$ cat src/pkg/rie_pkg.sv
// constants for the reset and interrupt exception unit
package rie_pkg;
	// source counts
	localparam int RIE_N_PRIO_EXT = 4;            // priority external requests
	localparam int RIE_N_SHARED_EXT = 8;          // shared external requests
	localparam int RIE_N_EXT = 12;                // all external requests
	localparam int RIE_N_INT = 21;                // peripheral requests
	localparam int RIE_N_GRP = 13;                // vector groups that can be serviced
	localparam int RIE_WDT_WIDTH = 8;             // watchdog counter width
	// peripheral request bit positions
	localparam int RIE_IB_TIMER_A = 0;            // timer A overflow
	localparam int RIE_IB_UNIT_A = 1;             // unit_a overflow
	localparam int RIE_IB_CAP_LO = 2;             // capture timer, seven events
	localparam int RIE_IB_CAP_HI = 8;
	localparam int RIE_IB_CMP_LO = 9;             // compare timer, three events
	localparam int RIE_IB_CMP_HI = 11;
	localparam int RIE_IB_CSU = 12;               // clocked_serial_unit
	localparam int RIE_IB_ASU_LO = 13;            // async_serial_unit, six events
	localparam int RIE_IB_ASU_HI = 18;
	localparam int RIE_IB_ADC = 19;               // conversion end
	localparam int RIE_IB_DXFER = 20;             // sleep-time direct transfer
	// vector numbers per group, listed lowest priority first (group 0, listed last, is highest)
	localparam logic [4:0] RIE_VEC_RESET = 5'h00;
	localparam logic [RIE_N_GRP-1:0][4:0] RIE_GRP_VEC = {
		5'h17, 5'h16, 5'h15, 5'h13, 5'h11, 5'h10, 5'h0b, 5'h0a, 5'h08, 5'h07, 5'h06, 5'h05, 5'h04};
	// vector table addresses are two bytes per entry
	localparam int RIE_VEC_SHIFT = 1;
	// register byte offsets on the bus
	localparam logic [7:0] RIE_REG_EDGE_SEL = 8'h00;
	localparam logic [7:0] RIE_REG_EXT_EN = 8'h04;
	localparam logic [7:0] RIE_REG_INT_EN = 8'h08;
	localparam logic [7:0] RIE_REG_EXT_FLAG = 8'h0c;
	localparam logic [7:0] RIE_REG_INT_FLAG = 8'h10;
	localparam logic [7:0] RIE_REG_WDT = 8'h14;
	localparam logic [7:0] RIE_REG_STATUS = 8'h18;
	// watchdog_ctrl_status fields
	localparam int RIE_WDT_RUN_BIT = 0;           // watchdog_run_enable
	localparam int RIE_WDT_FLAG_BIT = 1;          // watchdog_reset_flag
	localparam int RIE_WDT_CNT_LSB = 8;           // counter readback
	// status fields
	localparam int RIE_ST_VEC_LSB = 8;            // last issued vector
	localparam int RIE_ST_FIRST_BIT = 4;          // first instruction still due
	// reset values
	localparam logic [RIE_N_EXT-1:0] RIE_EXT_RST = 12'h000;
	localparam logic [RIE_N_INT-1:0] RIE_INT_RST = 21'h000000;
	localparam logic [31:0] RIE_RD_ZERO = 32'h00000000;
	// sequencer states
	typedef enum logic [1:0] {
		RIE_ST_RESET,
		RIE_ST_RESET_EXC,
		RIE_ST_RUN,
		RIE_ST_INT_EXC
	} rie_state_t;
endpackage

$ cat src/core/rie_unit.sv
// reset and interrupt exception sequencer with watchdog and wishbone registers
//
// Decided for this implementation: the Wishbone register port and the placing of the registers.
`timescale 1ns/100ps
// Behaviour
// - reset outranks interrupts, starts on release
// - interrupts only at instruction boundary
// - reset pin low halts everything
// - reset exception starts on pin release
// - reset initialises registers, sets mask bit
// - program counter loaded from vector zero
// - watchdog counts up when run enabled
// - watchdog overflow sets flag, resets chip
// - next overflow with flag releases reset
// - first instruction runs before any interrupt
// - twelve external, twentyone internal requests
// - highest fixed priority pending source serviced
// - mask bit blocks acceptance, flags still set
// - each external edge rising or falling
// - fixed vector numbers, priority by number
// - capture timer events share vector sixteen
// - compare timer events share vector seventeen
// - async serial events share vector twentyone
// - reserved vector slots never issued
// - flags cleared by writing zero only
module rie_unit #(
	parameter int WDT_WIDTH = rie_pkg::RIE_WDT_WIDTH
) (
	input  wire logic                          sys_clk,
	input  wire logic                          resetn,
	input  wire logic                          ext_reset_pin_n,
	input  wire logic [rie_pkg::RIE_N_PRIO_EXT-1:0]   priority_ext_requests,
	input  wire logic [rie_pkg::RIE_N_SHARED_EXT-1:0] shared_ext_requests,
	input  wire logic [rie_pkg::RIE_N_INT-1:0] periph_events,
	input  wire logic                          core_mask_bit,
	input  wire logic                          core_instr_done,
	input  wire logic                          core_exc_done,
	output logic                               core_reset,
	output logic                               cond_mask_set,
	output logic                               exc_req,
	output logic [4:0]                         exc_vector_num,
	output logic [5:0]                         exc_vector_addr,
	output logic                               wb_ack_o,
	output logic [31:0]                        wb_dat_o,
	input  wire logic                          wb_cyc_i,
	input  wire logic                          wb_stb_i,
	input  wire logic                          wb_we_i,
	input  wire logic [7:0]                    wb_adr_i,
	input  wire logic [3:0]                    wb_sel_i,
	input  wire logic [31:0]                   wb_dat_i
);
	localparam int NE = rie_pkg::RIE_N_EXT;
	localparam int NI = rie_pkg::RIE_N_INT;
	localparam int NG = rie_pkg::RIE_N_GRP;

	// counter must fit its readback field
	// a full 24-bit counter would leave an empty pad in the readback word
	if (WDT_WIDTH < 2 || WDT_WIDTH > 23) begin : g_wdt_chk
		$error("WDT_WIDTH must lie between 2 and 23");
	end

	logic                   rst_meta;          // reset pin, first stage
	logic                   rst_sync;          // reset pin, usable level
	logic [NE-1:0]          ext_meta;          // external pins, first stage
	logic [NE-1:0]          ext_sync;          // external pins, second stage
	logic [NE-1:0]          ext_prev;          // previous synchronised level
	logic [NE-1:0]          edge_sel;          // 1 = rising edge
	logic [NE-1:0]          ext_en;            // external enables
	logic [NI-1:0]          int_en;            // peripheral enables
	logic [NE-1:0]          ext_flag;          // external request flags
	logic [NI-1:0]          int_flag;          // peripheral request flags
	logic                   wdt_run;           // watchdog_run_enable
	logic                   wdt_flag;          // watchdog_reset_flag
	logic                   wdt_hold;          // watchdog keeps chip in reset
	logic [WDT_WIDTH-1:0]   wdt_count;         // watchdog_counter
	logic                   first_pending;     // first instruction not yet done
	rie_pkg::rie_state_t    state;             // sequencer state
	rie_pkg::rie_state_t    next_state;

	// pin reset and synchroniser
	// two stage sync
	always_ff @(posedge sys_clk or negedge resetn) begin
		if (!resetn) begin
			rst_meta <= 1'b0;
			rst_sync <= 1'b0;
			ext_meta <= '1;
			ext_sync <= '1;
			ext_prev <= '1;
		end else begin
			rst_meta <= ext_reset_pin_n;
			rst_sync <= rst_meta;
			ext_meta <= {shared_ext_requests, priority_ext_requests};
			ext_sync <= ext_meta;
			ext_prev <= ext_sync;
		end
	end

	// chip reset: pin or watchdog, outranks everything
	wire pin_rst = ~rst_sync;
	wire chip_rst = pin_rst | wdt_hold;

	// edge detection, one event per qualifying edge
	wire [NE-1:0] ext_rise = ext_sync & ~ext_prev;
	wire [NE-1:0] ext_fall = ~ext_sync & ext_prev;
	wire [NE-1:0] ext_evt = (edge_sel & ext_rise) | (~edge_sel & ext_fall);

	// bus decode
	wire        bus_req = wb_cyc_i & wb_stb_i & ~wb_ack_o;
	wire        bus_wr = bus_req & wb_we_i;
	wire [31:0] byte_mask = {{8{wb_sel_i[3]}}, {8{wb_sel_i[2]}}, {8{wb_sel_i[1]}}, {8{wb_sel_i[0]}}};
	wire [31:0] wr_new = wb_dat_i & byte_mask;
	wire        wr_edge = bus_wr & (wb_adr_i == rie_pkg::RIE_REG_EDGE_SEL);
	wire        wr_ext_en = bus_wr & (wb_adr_i == rie_pkg::RIE_REG_EXT_EN);
	wire        wr_int_en = bus_wr & (wb_adr_i == rie_pkg::RIE_REG_INT_EN);
	wire        wr_ext_fl = bus_wr & (wb_adr_i == rie_pkg::RIE_REG_EXT_FLAG);
	wire        wr_int_fl = bus_wr & (wb_adr_i == rie_pkg::RIE_REG_INT_FLAG);
	wire        wr_wdt = bus_wr & (wb_adr_i == rie_pkg::RIE_REG_WDT);
	// a zero in an enabled byte lane clears, everything else keeps
	wire [31:0] clr_keep = wb_dat_i | ~byte_mask;
	wire [NE-1:0] ext_keep = wr_ext_fl ? clr_keep[NE-1:0] : '1;
	wire [NI-1:0] int_keep = wr_int_fl ? clr_keep[NI-1:0] : '1;

	// interrupt configuration, cleared by any chip reset
	// peripheral registers initialised
	always_ff @(posedge sys_clk or negedge resetn) begin
		if (!resetn) begin
			edge_sel <= rie_pkg::RIE_EXT_RST;
			ext_en <= rie_pkg::RIE_EXT_RST;
			int_en <= rie_pkg::RIE_INT_RST;
		end else if (chip_rst) begin
			edge_sel <= rie_pkg::RIE_EXT_RST;
			ext_en <= rie_pkg::RIE_EXT_RST;
			int_en <= rie_pkg::RIE_INT_RST;
		end else begin
			if (wr_edge) begin
				edge_sel <= wr_new[NE-1:0] | (edge_sel & ~byte_mask[NE-1:0]);
			end
			if (wr_ext_en) begin
				ext_en <= wr_new[NE-1:0] | (ext_en & ~byte_mask[NE-1:0]);
			end
			if (wr_int_en) begin
				int_en <= wr_new[NI-1:0] | (int_en & ~byte_mask[NI-1:0]);
			end
		end
	end

	// request flags: set regardless of mask, set beats a clear
	// flags set while masked
	always_ff @(posedge sys_clk or negedge resetn) begin
		if (!resetn) begin
			ext_flag <= rie_pkg::RIE_EXT_RST;
			int_flag <= rie_pkg::RIE_INT_RST;
		end else if (chip_rst) begin
			ext_flag <= rie_pkg::RIE_EXT_RST;
			int_flag <= rie_pkg::RIE_INT_RST;
		end else begin
			ext_flag <= (ext_flag & ext_keep) | ext_evt;
			int_flag <= (int_flag & int_keep) | periph_events;
		end
	end

	// watchdog: pin reset clears it, its own reset does not
	wire wdt_ovf = wdt_run & (&wdt_count);
	wire wdt_enter = wdt_ovf & ~wdt_hold;
	wire wdt_leave = wdt_ovf & wdt_hold & wdt_flag;
	// flag clear only by writing zero, never while reset held
	wire wdt_flag_clr = wr_wdt & wb_sel_i[0] & ~wb_dat_i[rie_pkg::RIE_WDT_FLAG_BIT] & ~wdt_hold;

	// watchdog counter and control
	// count while enabled
	always_ff @(posedge sys_clk or negedge resetn) begin
		if (!resetn) begin
			wdt_count <= '0;
			wdt_run <= 1'b0;
			wdt_flag <= 1'b0;
			wdt_hold <= 1'b0;
		end else if (pin_rst) begin
			wdt_count <= '0;
			wdt_run <= 1'b0;
			wdt_flag <= 1'b0;
			wdt_hold <= 1'b0;
		end else begin
			if (wdt_run) begin
				wdt_count <= wdt_count + 1'b1;
			end
			if (wr_wdt && wb_sel_i[0] && !wdt_hold) begin
				wdt_run <= wb_dat_i[rie_pkg::RIE_WDT_RUN_BIT];
			end
			// set wins over a clear in the same cycle
			wdt_flag <= wdt_enter | (wdt_flag & ~wdt_flag_clr);
			wdt_hold <= wdt_enter | (wdt_hold & ~wdt_leave);
		end
	end

	// pending requests folded into vector groups
	// all 33 sources
	wire [NE-1:0] ext_pend = ext_flag & ext_en;
	wire [NI-1:0] int_pend = int_flag & int_en;
	wire [NG-1:0] grp_pend;
	assign grp_pend[3:0] = ext_pend[rie_pkg::RIE_N_PRIO_EXT-1:0];
	assign grp_pend[4] = |ext_pend[NE-1:rie_pkg::RIE_N_PRIO_EXT];
	assign grp_pend[5] = int_pend[rie_pkg::RIE_IB_TIMER_A];
	assign grp_pend[6] = int_pend[rie_pkg::RIE_IB_UNIT_A];
	assign grp_pend[7] = |int_pend[rie_pkg::RIE_IB_CAP_HI:rie_pkg::RIE_IB_CAP_LO];
	assign grp_pend[8] = |int_pend[rie_pkg::RIE_IB_CMP_HI:rie_pkg::RIE_IB_CMP_LO];
	assign grp_pend[9] = int_pend[rie_pkg::RIE_IB_CSU];
	assign grp_pend[10] = |int_pend[rie_pkg::RIE_IB_ASU_HI:rie_pkg::RIE_IB_ASU_LO];
	assign grp_pend[11] = int_pend[rie_pkg::RIE_IB_ADC];
	assign grp_pend[12] = int_pend[rie_pkg::RIE_IB_DXFER];

	// fixed priority pick, lowest group index wins
	// highest priority only
	logic [4:0] pick_vec;
	always_comb begin
		pick_vec = rie_pkg::RIE_GRP_VEC[0];
		for (int g = NG - 1; g >= 0; g--) begin
			if (grp_pend[g]) begin
				pick_vec = rie_pkg::RIE_GRP_VEC[g];
			end
		end
	end

	// acceptance point: between instructions, unmasked, not first one
	// boundary only
	wire accept = (state == rie_pkg::RIE_ST_RUN) & core_instr_done & ~core_mask_bit
		& ~first_pending & (|grp_pend);

	// sequencer next state
	always_comb begin
		next_state = state;
		unique case (state)
			rie_pkg::RIE_ST_RESET: begin
				next_state = rie_pkg::RIE_ST_RESET_EXC;
			end
			rie_pkg::RIE_ST_RESET_EXC: begin
				if (core_exc_done) begin
					next_state = rie_pkg::RIE_ST_RUN;
				end
			end
			rie_pkg::RIE_ST_RUN: begin
				if (accept) begin
					next_state = rie_pkg::RIE_ST_INT_EXC;
				end
			end
			rie_pkg::RIE_ST_INT_EXC: begin
				if (core_exc_done) begin
					next_state = rie_pkg::RIE_ST_RUN;
				end
			end
		endcase
		if (chip_rst) begin
			next_state = rie_pkg::RIE_ST_RESET;
		end
	end

	// vector chosen for the next exception
	// table vectors only
	wire [4:0] next_vec = (next_state == rie_pkg::RIE_ST_INT_EXC && accept) ? pick_vec
		: (next_state == rie_pkg::RIE_ST_RESET_EXC) ? rie_pkg::RIE_VEC_RESET : exc_vector_num;

	// sequencer registers and core-facing outputs
	always_ff @(posedge sys_clk or negedge resetn) begin
		if (!resetn) begin
			state <= rie_pkg::RIE_ST_RESET;
			core_reset <= 1'b1;
			cond_mask_set <= 1'b1;
			exc_req <= 1'b0;
			exc_vector_num <= rie_pkg::RIE_VEC_RESET;
			exc_vector_addr <= '0;
		end else begin
			state <= next_state;
			core_reset <= (next_state == rie_pkg::RIE_ST_RESET);
			cond_mask_set <= (next_state == rie_pkg::RIE_ST_RESET)
				| (next_state == rie_pkg::RIE_ST_RESET_EXC);
			exc_req <= (next_state == rie_pkg::RIE_ST_RESET_EXC) | (next_state == rie_pkg::RIE_ST_INT_EXC);
			exc_vector_num <= next_vec;
			exc_vector_addr <= {next_vec, 1'b0};
		end
	end

	// first instruction guard, armed by reset handling
	always_ff @(posedge sys_clk or negedge resetn) begin
		if (!resetn) begin
			first_pending <= 1'b1;
		end else if (state != rie_pkg::RIE_ST_RUN) begin
			first_pending <= (state != rie_pkg::RIE_ST_INT_EXC) | first_pending;
		end else if (core_instr_done) begin
			first_pending <= 1'b0;
		end
	end

	// read mux, unmapped offsets read zero
	wire [31:0] rd_wdt = {{(24 - WDT_WIDTH){1'b0}}, wdt_count, 6'h00, wdt_flag, wdt_run};
	wire [31:0] rd_stat = {19'h00000, exc_vector_num, 3'h0, first_pending, 2'h0, state};
	wire [31:0] rd_data =
		(wb_adr_i == rie_pkg::RIE_REG_EDGE_SEL) ? {20'h00000, edge_sel} :
		(wb_adr_i == rie_pkg::RIE_REG_EXT_EN) ? {20'h00000, ext_en} :
		(wb_adr_i == rie_pkg::RIE_REG_INT_EN) ? {11'h000, int_en} :
		(wb_adr_i == rie_pkg::RIE_REG_EXT_FLAG) ? {20'h00000, ext_flag} :
		(wb_adr_i == rie_pkg::RIE_REG_INT_FLAG) ? {11'h000, int_flag} :
		(wb_adr_i == rie_pkg::RIE_REG_WDT) ? rd_wdt :
		(wb_adr_i == rie_pkg::RIE_REG_STATUS) ? rd_stat : rie_pkg::RIE_RD_ZERO;

	// single wait-state slave, ack for one cycle
	always_ff @(posedge sys_clk or negedge resetn) begin
		if (!resetn) begin
			wb_ack_o <= 1'b0;
			wb_dat_o <= rie_pkg::RIE_RD_ZERO;
		end else begin
			wb_ack_o <= bus_req;
			wb_dat_o <= bus_req ? rd_data : rie_pkg::RIE_RD_ZERO;
		end
	end

	// checks
	property p_reset_wins;
		@(posedge sys_clk) disable iff (!resetn)
		chip_rst |=> (state == rie_pkg::RIE_ST_RESET) && core_reset;
	endproperty
	a_reset_wins: assert property (p_reset_wins) else $error("reset did not take precedence");

	property p_release;
		@(posedge sys_clk) disable iff (!resetn)
		(state == rie_pkg::RIE_ST_RESET) && !chip_rst |=> exc_req && cond_mask_set && exc_vector_addr == 6'h00;
	endproperty
	a_release: assert property (p_release) else $error("reset handling did not start with vector zero");

	property p_wdt_count;
		@(posedge sys_clk) disable iff (!resetn)
		wdt_run && !pin_rst |=> wdt_count == $past(wdt_count) + 1'b1;
	endproperty
	a_wdt_count: assert property (p_wdt_count) else $error("watchdog counter did not advance");

	property p_wdt_enter;
		@(posedge sys_clk) disable iff (!resetn)
		wdt_enter && !pin_rst |=> wdt_hold && wdt_flag ##1 core_reset;
	endproperty
	a_wdt_enter: assert property (p_wdt_enter) else $error("watchdog overflow did not reset chip");

	property p_wdt_leave;
		@(posedge sys_clk) disable iff (!resetn)
		wdt_leave && rst_sync |=> !wdt_hold ##1 (state == rie_pkg::RIE_ST_RESET_EXC);
	endproperty
	a_wdt_leave: assert property (p_wdt_leave) else $error("second overflow did not release reset");

	property p_first;
		@(posedge sys_clk) disable iff (!resetn)
		$rose(state == rie_pkg::RIE_ST_RUN) && $past(state) == rie_pkg::RIE_ST_RESET_EXC |-> first_pending && !accept;
	endproperty
	a_first: assert property (p_first) else $error("interrupt taken before first instruction");

	property p_masked;
		@(posedge sys_clk) disable iff (!resetn)
		core_mask_bit || !core_instr_done |-> !accept;
	endproperty
	a_masked: assert property (p_masked) else $error("interrupt accepted while masked or mid instruction");

	property p_reserved;
		@(posedge sys_clk) disable iff (!resetn)
		exc_req |-> !(exc_vector_num inside {[5'h01:5'h03], 5'h09, [5'h0c:5'h0f], 5'h12, 5'h14});
	endproperty
	a_reserved: assert property (p_reserved) else $error("reserved vector issued");

	property p_write_one;
		@(posedge sys_clk) disable iff (!resetn)
		wr_int_fl && !chip_rst && !int_flag[0] && wb_dat_i[0] && wb_sel_i[0] && !periph_events[0] |=> !int_flag[0];
	endproperty
	a_write_one: assert property (p_write_one) else $error("writing one set a request flag");

	property p_vec_hold;
		@(posedge sys_clk) disable iff (!resetn)
		exc_req && !core_exc_done && !chip_rst |=> exc_req && $stable(exc_vector_num);
	endproperty
	a_vec_hold: assert property (p_vec_hold) else $error("exception request dropped before completion");
endmodule

$ cat config.mk
export PLATFORM = sky130hd
export DESIGN_NAME = rie_unit
export DESIGN_NICKNAME = d
export VERILOG_FILES = /design/src/pkg/rie_pkg.sv /design/src/core/rie_unit.sv
export SDC_FILE = /design/constraint.sdc
export NUM_CORES = 1
export LEC_CHECK = 0
export CORE_MARGIN = 5
export CORE_UTILIZATION = 55
export DETAILED_ROUTE_END_ITERATION = 8
export DONT_BUFFER_PORTS = 1
export PLACE_DENSITY = 0.7
export SLEW_MARGIN = 10
export SYNTH_ARGS = -nofsm -noshare
export SYNTH_HDL_FRONTEND = slang
export SYNTH_SLANG_ARGS = --single-unit
$ cat constraint.sdc
create_clock -name sys_clk -period 2.84 [get_ports sys_clk]
set_input_delay 0.426 -clock sys_clk [delete_from_list [all_inputs] [get_ports sys_clk]]
set_output_delay 0.426 -clock sys_clk [all_outputs]
set_load 0.05 [all_outputs]
# Yosys cells after proc, flatten, opt, wreduce, memory -nomap -nowiden
# Index checks and enable logic that the tools add are counted.
[classes]
div = 0
n_bitwise = 61
mul = 0
order_cmp = 0
n_reduce_logical = 19
n_addsub = 1
n_mux = 45
eq_ne = 15
n_shift = 0
[ops]
columns = ["op", "count"]
rows = [
  ["2-to-1 mux 21 bit", 10],
  ["bitwise AND 12 bit", 8],
  ["bitwise AND 21 bit", 4],
  ["2-to-1 mux 5 bit", 15],
  ["2-to-1 mux 12 bit", 6],
  ["bitwise OR 21 bit", 3],
  ["inverter 12 bit", 4],
  ["bitwise OR 12 bit", 4],
  ["inverter 21 bit", 2],
  ["OR reduction 33 bit", 1],
  ["equality test 8 x 5 -> 1 bit (second input constant)", 3],
  ["bitwise AND 1 bit", 22],
  ["equality test 8 x 4 -> 1 bit (second input constant)", 2],
  ["2-to-1 mux 16 bit", 1],
  ["2-to-1 mux 8 bit", 2],
  ["2-to-1 mux 13 bit", 1],
  ["nonzero test 2 bit", 5],
  ["adder 8 x 1 -> 8 bit (second input constant)", 1],
  ["equality test 8 x 3 -> 1 bit (second input constant)", 1],
  ["zero test 8 bit", 1],
  ["inverter 1 bit", 8],
  ["AND reduction 8 bit", 1],
  ["OR reduction 8 bit", 1],
  ["OR reduction 7 bit", 1],
  ["14 further kinds", 34],
]
[word_totals]
input_bits = 86
mem_bits_rw = 0
memories = 0
mem_bits_ro = 0
latchBits = 0
regBits = 160
elab_cells = 163

# Logic depth before layout (Yosys ltp)
# Gate-level depths: netlist of the first run.
[logic_depth]
depth_word = 15
depth_mapped = 7
depth_no_buf = 6

# Worst setup path before layout of the first run
# Ideal clock, no wire load.
[synth_timing]
path_kind = "input port to flip-flop"
startpoint = "in wb_adr_i[4]"
endpoint = "reg int_en[16]"
setup_ns = 0.132
path_slack_ns = 0.800
path_buffers = 1
arrival_ns = 1.908
stages = 6
path_cell_list = "or4_4 > or3_4 > buf_6 > nor2_8 > mux2i_1 > nor2_1"
[synth_via]
elab_chain_cells = 3
[synth_lines]
columns = ["item", "line_no", "rtl"]
rows = [
  ["start, declared", "rie_unit.sv:48", "input wire logic [7:0] wb_adr_i,"],
  ["equality test 8 x 4 -> 1 bit", "rie_unit.sv:114", "wire wr_int_en = bus_wr & (wb_adr_i == rie_pkg::RIE_REG_INT_EN);"],
  ["bitwise AND 1 bit", "rie_unit.sv:114", ""],
  ["nonzero test 2 bit (no source line)", "--", ""],
  ["end signal, assigned", "rie_unit.sv:129", "int_en <= rie_pkg::RIE_INT_RST;"],
  ["end signal, assigned", "rie_unit.sv:133", "int_en <= rie_pkg::RIE_INT_RST;"],
  ["end signal, assigned", "rie_unit.sv:142", "int_en <= wr_new[NI-1:0] | (int_en & ~byte_mask[NI-1:0]);"],
  ["end, declared", "rie_unit.sv:69", "logic [NI-1:0] int_en;"],
]
# No other way between the ends.
# A chain may end at the register's enable or synchronous reset.

# Worst setup path after layout of the first run
[layout_timing]
startpoint = "reg int_flag[8]"
endpoint = "reg exc_req"
[layout_via]
elab_chain_cells = 8
word_cells_on_any_way = 9
cone_classes = "eq/ne (2); mux (3); bitwise (3); reduce/logical (1)"
[layout_lines]
columns = ["item", "line_no", "rtl"]
rows = [
  ["start, declared", "rie_unit.sv:71", "logic [NI-1:0] int_flag;"],
  ["start signal, assigned", "rie_unit.sv:152", "int_flag <= rie_pkg::RIE_INT_RST;"],
  ["start signal, assigned", "rie_unit.sv:155", "int_flag <= rie_pkg::RIE_INT_RST;"],
  ["start signal, assigned", "rie_unit.sv:158", "int_flag <= (int_flag & int_keep) | periph_events;"],
  ["bitwise AND 21 bit *", "rie_unit.sv:198", "wire [NI-1:0] int_pend = int_flag & int_en;"],
  ["OR reduction 33 bit *", "rie_unit.sv:226", "& ~first_pending & (|grp_pend);"],
  ["bitwise AND 1 bit *", "rie_unit.sv:226", ""],
  ["2-to-1 mux 2 bit *", "rie_unit.sv:241", "if (accept) begin"],
  ["one-hot mux 2 bit (3 select lines) *", "rie_unit.sv:231", "unique case (state)"],
  ["2-to-1 mux 2 bit *", "rie_unit.sv:251", "if (chip_rst) begin"],
  ["equality test 2 x 1 -> 1 bit / equality test 2 bit (equally long branches)", "rie_unit.sv:275", "exc_req <= (next_state == rie_pkg::RIE_ST_RESET_EXC) | (next_state == rie_pkg::RIE_ST_INT_EXC);"],
  ["bitwise OR 1 bit *", "rie_unit.sv:275", ""],
  ["end signal, assigned", "rie_unit.sv:275", ""],
  ["end, declared", "rie_unit.sv:40", "output logic exc_req,"],
]
# Every way passes the cells marked *; elsewhere a longest branch is shown, timed or not.

==> results of run 1 <==
cell usage after synthesis (all sizes together), types with 2 or more instances:
master  number
a22o         3
nor2        67
nor3        11
or3b         2
a21oi      109
nand2b       3
nand4b       2
or3          5
xor2         3
nor4b        2
a221oi       4
xnor2        2
a31oi        2
nand4        6
buf         22
dfstp       39
or4b         3
nand2       75
dfrtp      121
a222oi       2
mux2i       15
inv         31
and3         3
a22oi       30
mux2         8
o22ai        2
clkbuf      25
o21ai      101
and2         2
nand3       17
nor3b        2
a21o         5
nor2b        7
o32ai        3
clkinv       2
worst paths after layout:
| path | from | to | slack (ps) | depth (start not counted) |
|---|---|---|---|---|
| setup / recovery | int_flag[8] | exc_req | 410 | 5 |
| hold / removal | resetn | wdt_count[5] | -310 | 0 |
| setup reg to reg | int_flag[8] | exc_req | 410 | 5 |
| hold reg to reg | rst_meta | rst_sync | 350 | 0 |
| max in group asynchronous | resetn | ext_sync[9] | 2800 | 0 |
| min in group sys_clk | ext_reset_pin_n | rst_meta | 20 | 0 |
stage by stage:
step | power, W | util [%]
2_1_floorplan | 0.00263 | -
3_3_place_gp | 0.00265 | 56.7
3_5_place_dp | 0.00266 | 56.7
4_1_cts | 0.00502 | 62.2
5_1_grt | 0.00515 | 62.2
6_report | 0.00498 | 62.2
final cells by class:
| cell class | instances | area [um2] | share of cell area (%) |
|---|---|---|---|
| clock buffer | 21 | 450 | 5.53 |
| clock inverter | 11 | 153 | 1.87 |
| inverter | 33 | 124 | 1.52 |
| multi-input combinational | 520 | 2880 | 35.4 |
| sequential | 160 | 4050 | 49.8 |
| tap | 176 | 220 | 2.70 |
| timing repair buffer | 29 | 260 | 3.20 |
report_power, final:
| part | internal (W) | total (W) | switching (W) | leakage [nW] |
|---|---|---|---|---|
| clock | 0.00141 | 0.00234 | 0.000925 | 0.285 |
| combinational | 0.0000678 | 0.000204 | 0.000137 | 1.06 |
| sequential | 0.00237 | 0.00244 | 0.0000671 | 2.05 |
| total | 0.00385 | 0.00498 | 0.00113 | 3.40 |
per-layer routing:
layer  track usage [%]  routed length (um)
met1              31.0                7500
met2              38.9                8990
met3              8.02                1840
met4              11.7                 627
met5                 0                   0
worst max-delay path: cells and delay by family (launching register included):
| family | cells | cell delay, ps |
|---|---|---|
| AOI/OAI and AO/OA | 3 | 790 |
| and+or+nand+nor | 2 | 1020 |
| DFF | 1 | 430 |
sequential cells by signal (all words and copies together) (netlist names), 8 cells and up:
name and count:
ext_prev 12, edge_sel 12, ext_flag 12, int_flag 21, wdt_count 8, ext_meta 12, ext_sync 12, ext_en 12
wb_dat_o 21, int_en 21
logic make-up (layout without fill, tap and decap cells):
family | after synthesis | count (layout) | synth area share (%)
buffers and inverters | 80 | 94 | 5.17
flip-flops | 160 | 160 | 55.8
adder cells (fa/ha/maj) | 1 | 1 | 0.172
AO/OA/AOI/OAI | 266 | 266 | 20.5
multiplexers | 23 | 23 | 3.31
AND/OR/NAND/NOR | 213 | 213 | 14.4
other | 1 | 12 | 0.0516
XOR/XNOR | 5 | 5 | 0.603
==> impl_metrics.tcl, run 1 <==
set metrics [dict create \
    fin_worst_skew_ps 12.5 \
    wire_per_inst_um 20.0 \
    grt_pass1_wl_mm 30.4 \
    fin_tns_setup_ps 0 \
    area_growth_pct 12.1 \
    clk_pin_slew_ps 60 \
    p_leak_nw 3.40 \
    synthDominantCellAreaShare_pct 41.7 \
    hold_viol 142 \
    ys_types 62 \
    rsz0062_at_grt "no" \
    drive_gt1_share_pct 14.0 \
    netlist_top_cells_area "dfrtp_1 42%, dfstp_2 14%, a21oi_1 7.5%" \
    cts_tree "done" \
    ys.flop_type "dfrtp_1" \
    place_inst 906 \
    fin_nets 848 \
    crit_path_start_kind "flop" \
    start_util_pct 55.5 \
    design.core.area_um2 13100 \
    grt_usage_pct 24.7 \
    relSlewSlack_pct 45.8 \
    cts-root-buf "clkbuf_16" \
    ios 133 \
    grt-ovfl-total 0 \
    drv_slew 0 \
    viasPerCell 6.13 \
    vias 5820 \
    row_count 42 \
    endpoint_kind "flop" \
    powerDensity_nw_per_um2 611 \
    failed_checks "hold timing" \
    final.setup.worst_slack_ps 408 \
    hp-class "in2async" \
    path_cells "a222oi_1 > nand3_1 > or4b_2 > o21ai_0 > a221oi_1" \
    slowest_delay_ps 750 \
    min_period_ps 2430 \
    grt_antenna_before_repair 0 \
    worst_pin_slew_ps 807 \
    fin_cells 950 \
    drv_cap 0 \
    layout_common_cells "121 x dfrtp_1, 109 x a21oi_1, 99 x o21ai_0" \
    avgSynthCellArea_um2 9.70 \
    fp.dieH_um 125 \
    clock_latency_ps 440 \
    clock_sinks 160 \
    diodes 0 \
    grt_max_degree 161 \
    max-vdd-ir-drop_v 0.000453 \
    status "complete, but fails checks" \
    critPathKind "reg2reg" \
    setup_viol 0 \
    pre_cts_ws_ps 254 \
    routed_wl_mm 19.0 \
    post-cts-setup-buffers 0 \
    drc 0 \
    grt_pass1_vias 5746 \
    synth_area_um2 7260 \
    portBuffers 0 \
    numCtsBuffers 17 \
    holdWs_ps -313 \
    worstPathArrival_ps 2690 \
    ys_ff_latch 160 \
    yosysTopAreaCell "dfrtp_1" \
    synthArstFlopShare_pct 100 \
    period_share_pct 85.6 \
    final_area_um2 8140 \
    synthesis.instances 749 \
    drt-pass1-iter-count 6 \
    cts-hold-fix-buffers 12 \
    max_freq_mhz 411 \
    place_congestion 0.923 \
    synth-seq-area-share_pct 55.8 \
    cts-resized-gates 0 \
    synth_edf_count 0 \
    h-tree-depth 4 \
    post_dp_cell_area_um2 7420 \
    drtAntennaViolNets 0 \
    nFillCells 1069 \
    fp.dieArea_um2 15600 \
    crit_path_top_delay_cell "or4b_2" \
    drt_iter0_drc 574 \
    synth_warnings 0 \
    critPathRequiredTime_ps 3090 \
    die_w_um 125 \
    cts_buffer_depth 2 \
    dpl.hpwl_mm 13.2 \
    cp_max_fo 5 \
    layout_commonest_cell "dfrtp_1" \
]
Power figures use the tool's default switching activity.
==> run 2, diff against run 1 <==
- CTS_BUF_LIST: unset -> sky130_fd_sc_hd__clkbuf_4 sky130_fd_sc_hd__clkbuf_8 sky130_fd_sc_hd__clkbuf_16
==> run 2 against run 1 <==
The flow still finishes with violations (hold timing); core utilization is 0.086 points higher; critical path depth unchanged; sequential share of layout area is 0.069 points lower; first-iteration DRC count down 1.4%; die area unchanged; clock skew decreased by 2.1 ps; hold slack better by 3.8 ps; sequential power about the same; clock power about the same; fmax up 0.69%; global-route usage barely moved; critical path type unchanged; critical endpoint unchanged; largest power group unchanged; highest routed layer unchanged.
==> impl_metrics.tcl, run 2 (synthesis results as in run 1) <==
set metrics [dict create \
    grt_usage_pct 24.7 \
    p_clk_share_pct 47.3 \
    p_switching_w 0.00113 \
    drt_iter0_drc 566 \
    cts-resized-gates 0 \
    endpoint_kind "flop" \
    h-tree-depth 4 \
    drc 0 \
    drive_gt1_share_pct 14.3 \
    wire_per_inst_um 20.0 \
    die_w_um 125 \
    fp.dieH_um 125 \
    grt_max_degree 161 \
    post-cts-setup-buffers 0 \
    cts_buffer_depth 2 \
    grt_antenna_before_repair 0 \
    drv_cap 0 \
    vias 5795 \
    drv_slew 0 \
    p_leak_nw 3.41 \
    area_growth_pct 12.2 \
    relSlewSlack_pct 45.2 \
    status "complete, but fails checks" \
    routed_wl_mm 19.0 \
    cp_max_fo 5 \
    design.core.area_um2 13100 \
    viasPerCell 6.10 \
    portBuffers 0 \
    start_util_pct 55.5 \
    critPathKind "reg2reg" \
    p_total_w 0.00501 \
    reg2reg_from "int_flag[8]" \
    fp.dieArea_um2 15600 \
    place_congestion 0.923 \
    worstPathArrival_ps 2670 \
    dpl.hpwl_mm 13.2 \
    crit_path_start_kind "flop" \
    switching_share_pct 22.6 \
    hold_viol 136 \
    period_share_pct 85.0 \
    fin_worst_skew_ps 10.4 \
    nFillCells 1064 \
    max_freq_mhz 414 \
    reg2reg_depth 5 \
    holdWs_ps -309 \
    layout_common_cells "121 x dfrtp_1, 109 x a21oi_1, 99 x o21ai_0" \
    fin_tns_setup_ps 0 \
    cts-root-buf "clkbuf_16" \
    numCtsBuffers 17 \
    worst_pin_slew_ps 817 \
    pwr-share-comb_pct 4.1 \
    fin_nets 848 \
    top_regs "int_en (21), int_flag (21), wb_dat_o (21)" \
    cts_tree "done" \
    clk_pin_slew_ps 60 \
    failed_checks "hold timing" \
    cts-hold-fix-buffers 12 \
    internal_power_w 0.00388 \
    hp-class "in2async" \
    max-vdd-ir-drop_v 0.000453 \
    row_count 42 \
    powerDensity_nw_per_um2 614 \
    setup_viol 0 \
    seqPwrFrac_pct 48.6 \
    grt-ovfl-total 0 \
    drt-pass1-iter-count 7 \
    min_period_ps 2410 \
    drtAntennaViolNets 0 \
    critPathRequiredTime_ps 3090 \
    clock_sinks 160 \
    r2r-end "exc_req" \
    layout_commonest_cell "dfrtp_1" \
    grt_pass1_vias 5745 \
    diodes 0 \
    rsz0062_at_grt "no" \
    grt_pass1_wl_mm 30.4 \
    r2r_setup_slack_ps 430 \
    ios 133 \
    clock_latency_ps 440 \
]
-- run 2: worst max-delay path, cell delays in order (launching register included) --
cell	delay [ps]
dfrtp_1	430
a222oi_1	410
nand3_1	260
or4b_2	740
o21ai_0	250
a221oi_1	140
-- run 2: metal layers --
layer	track usage (%)	part of all wire, %	vias up
li1	-	-	2644
met1	31.0	40	2830
met2	38.9	47	271
met3	8.02	8.9	50
met4	11.7	3.3	0
met5	0	0	-
-- run 2: worst max-delay path by stage --
stage                           start            endpoint  depth (start not counted)
final                     int_flag[8]             exc_req                          5
after global routing      int_flag[8]  exc_vector_addr[1]                          5
after CTS                 int_flag[8]             exc_req                          5
after detailed placement  wb_adr_i[1]        int_flag[15]                          6
after global placement    wb_adr_i[1]         int_flag[9]                          6
after floorplan           wb_adr_i[4]          int_en[16]                          6
-- run 2: final cells by class --
class	instances	area, um2	area share [%]
clock buffer	21	462	5.66
clock inverter	11	153	1.87
inverter	33	124	1.52
multi-input combinational	520	2880	35.4
sequential	160	4050	49.7
tap	176	220	2.70
timing repair buffer	29	260	3.19
-- run 2: metrics by stage --
step	hold WS (ps)	setup WS (ps)	utilization, %	instance area [um2]	cells
2_1_floorplan	130	800	-	7310	760
3_3_place_gp	138	445	56.7	7420	906
3_5_place_dp	136	254	56.7	7420	906
4_1_cts	-331	454	62.3	8150	950
5_1_grt	-329	322	62.3	8150	950
6_report	-309	425	62.3	8150	950
-- run 2: power by group through the flow --
stage	registers, W	logic (W)	clock network, W
3_5_place_dp	0.00247	0.000188	0
6_report	0.00244	0.000205	0.00237
4_1_cts	0.00244	0.000203	0.00241
3_3_place_gp	0.00247	0.000182	0
5_1_grt	0.00244	0.000226	0.00251
2_1_floorplan	0.00246	0.000170	0
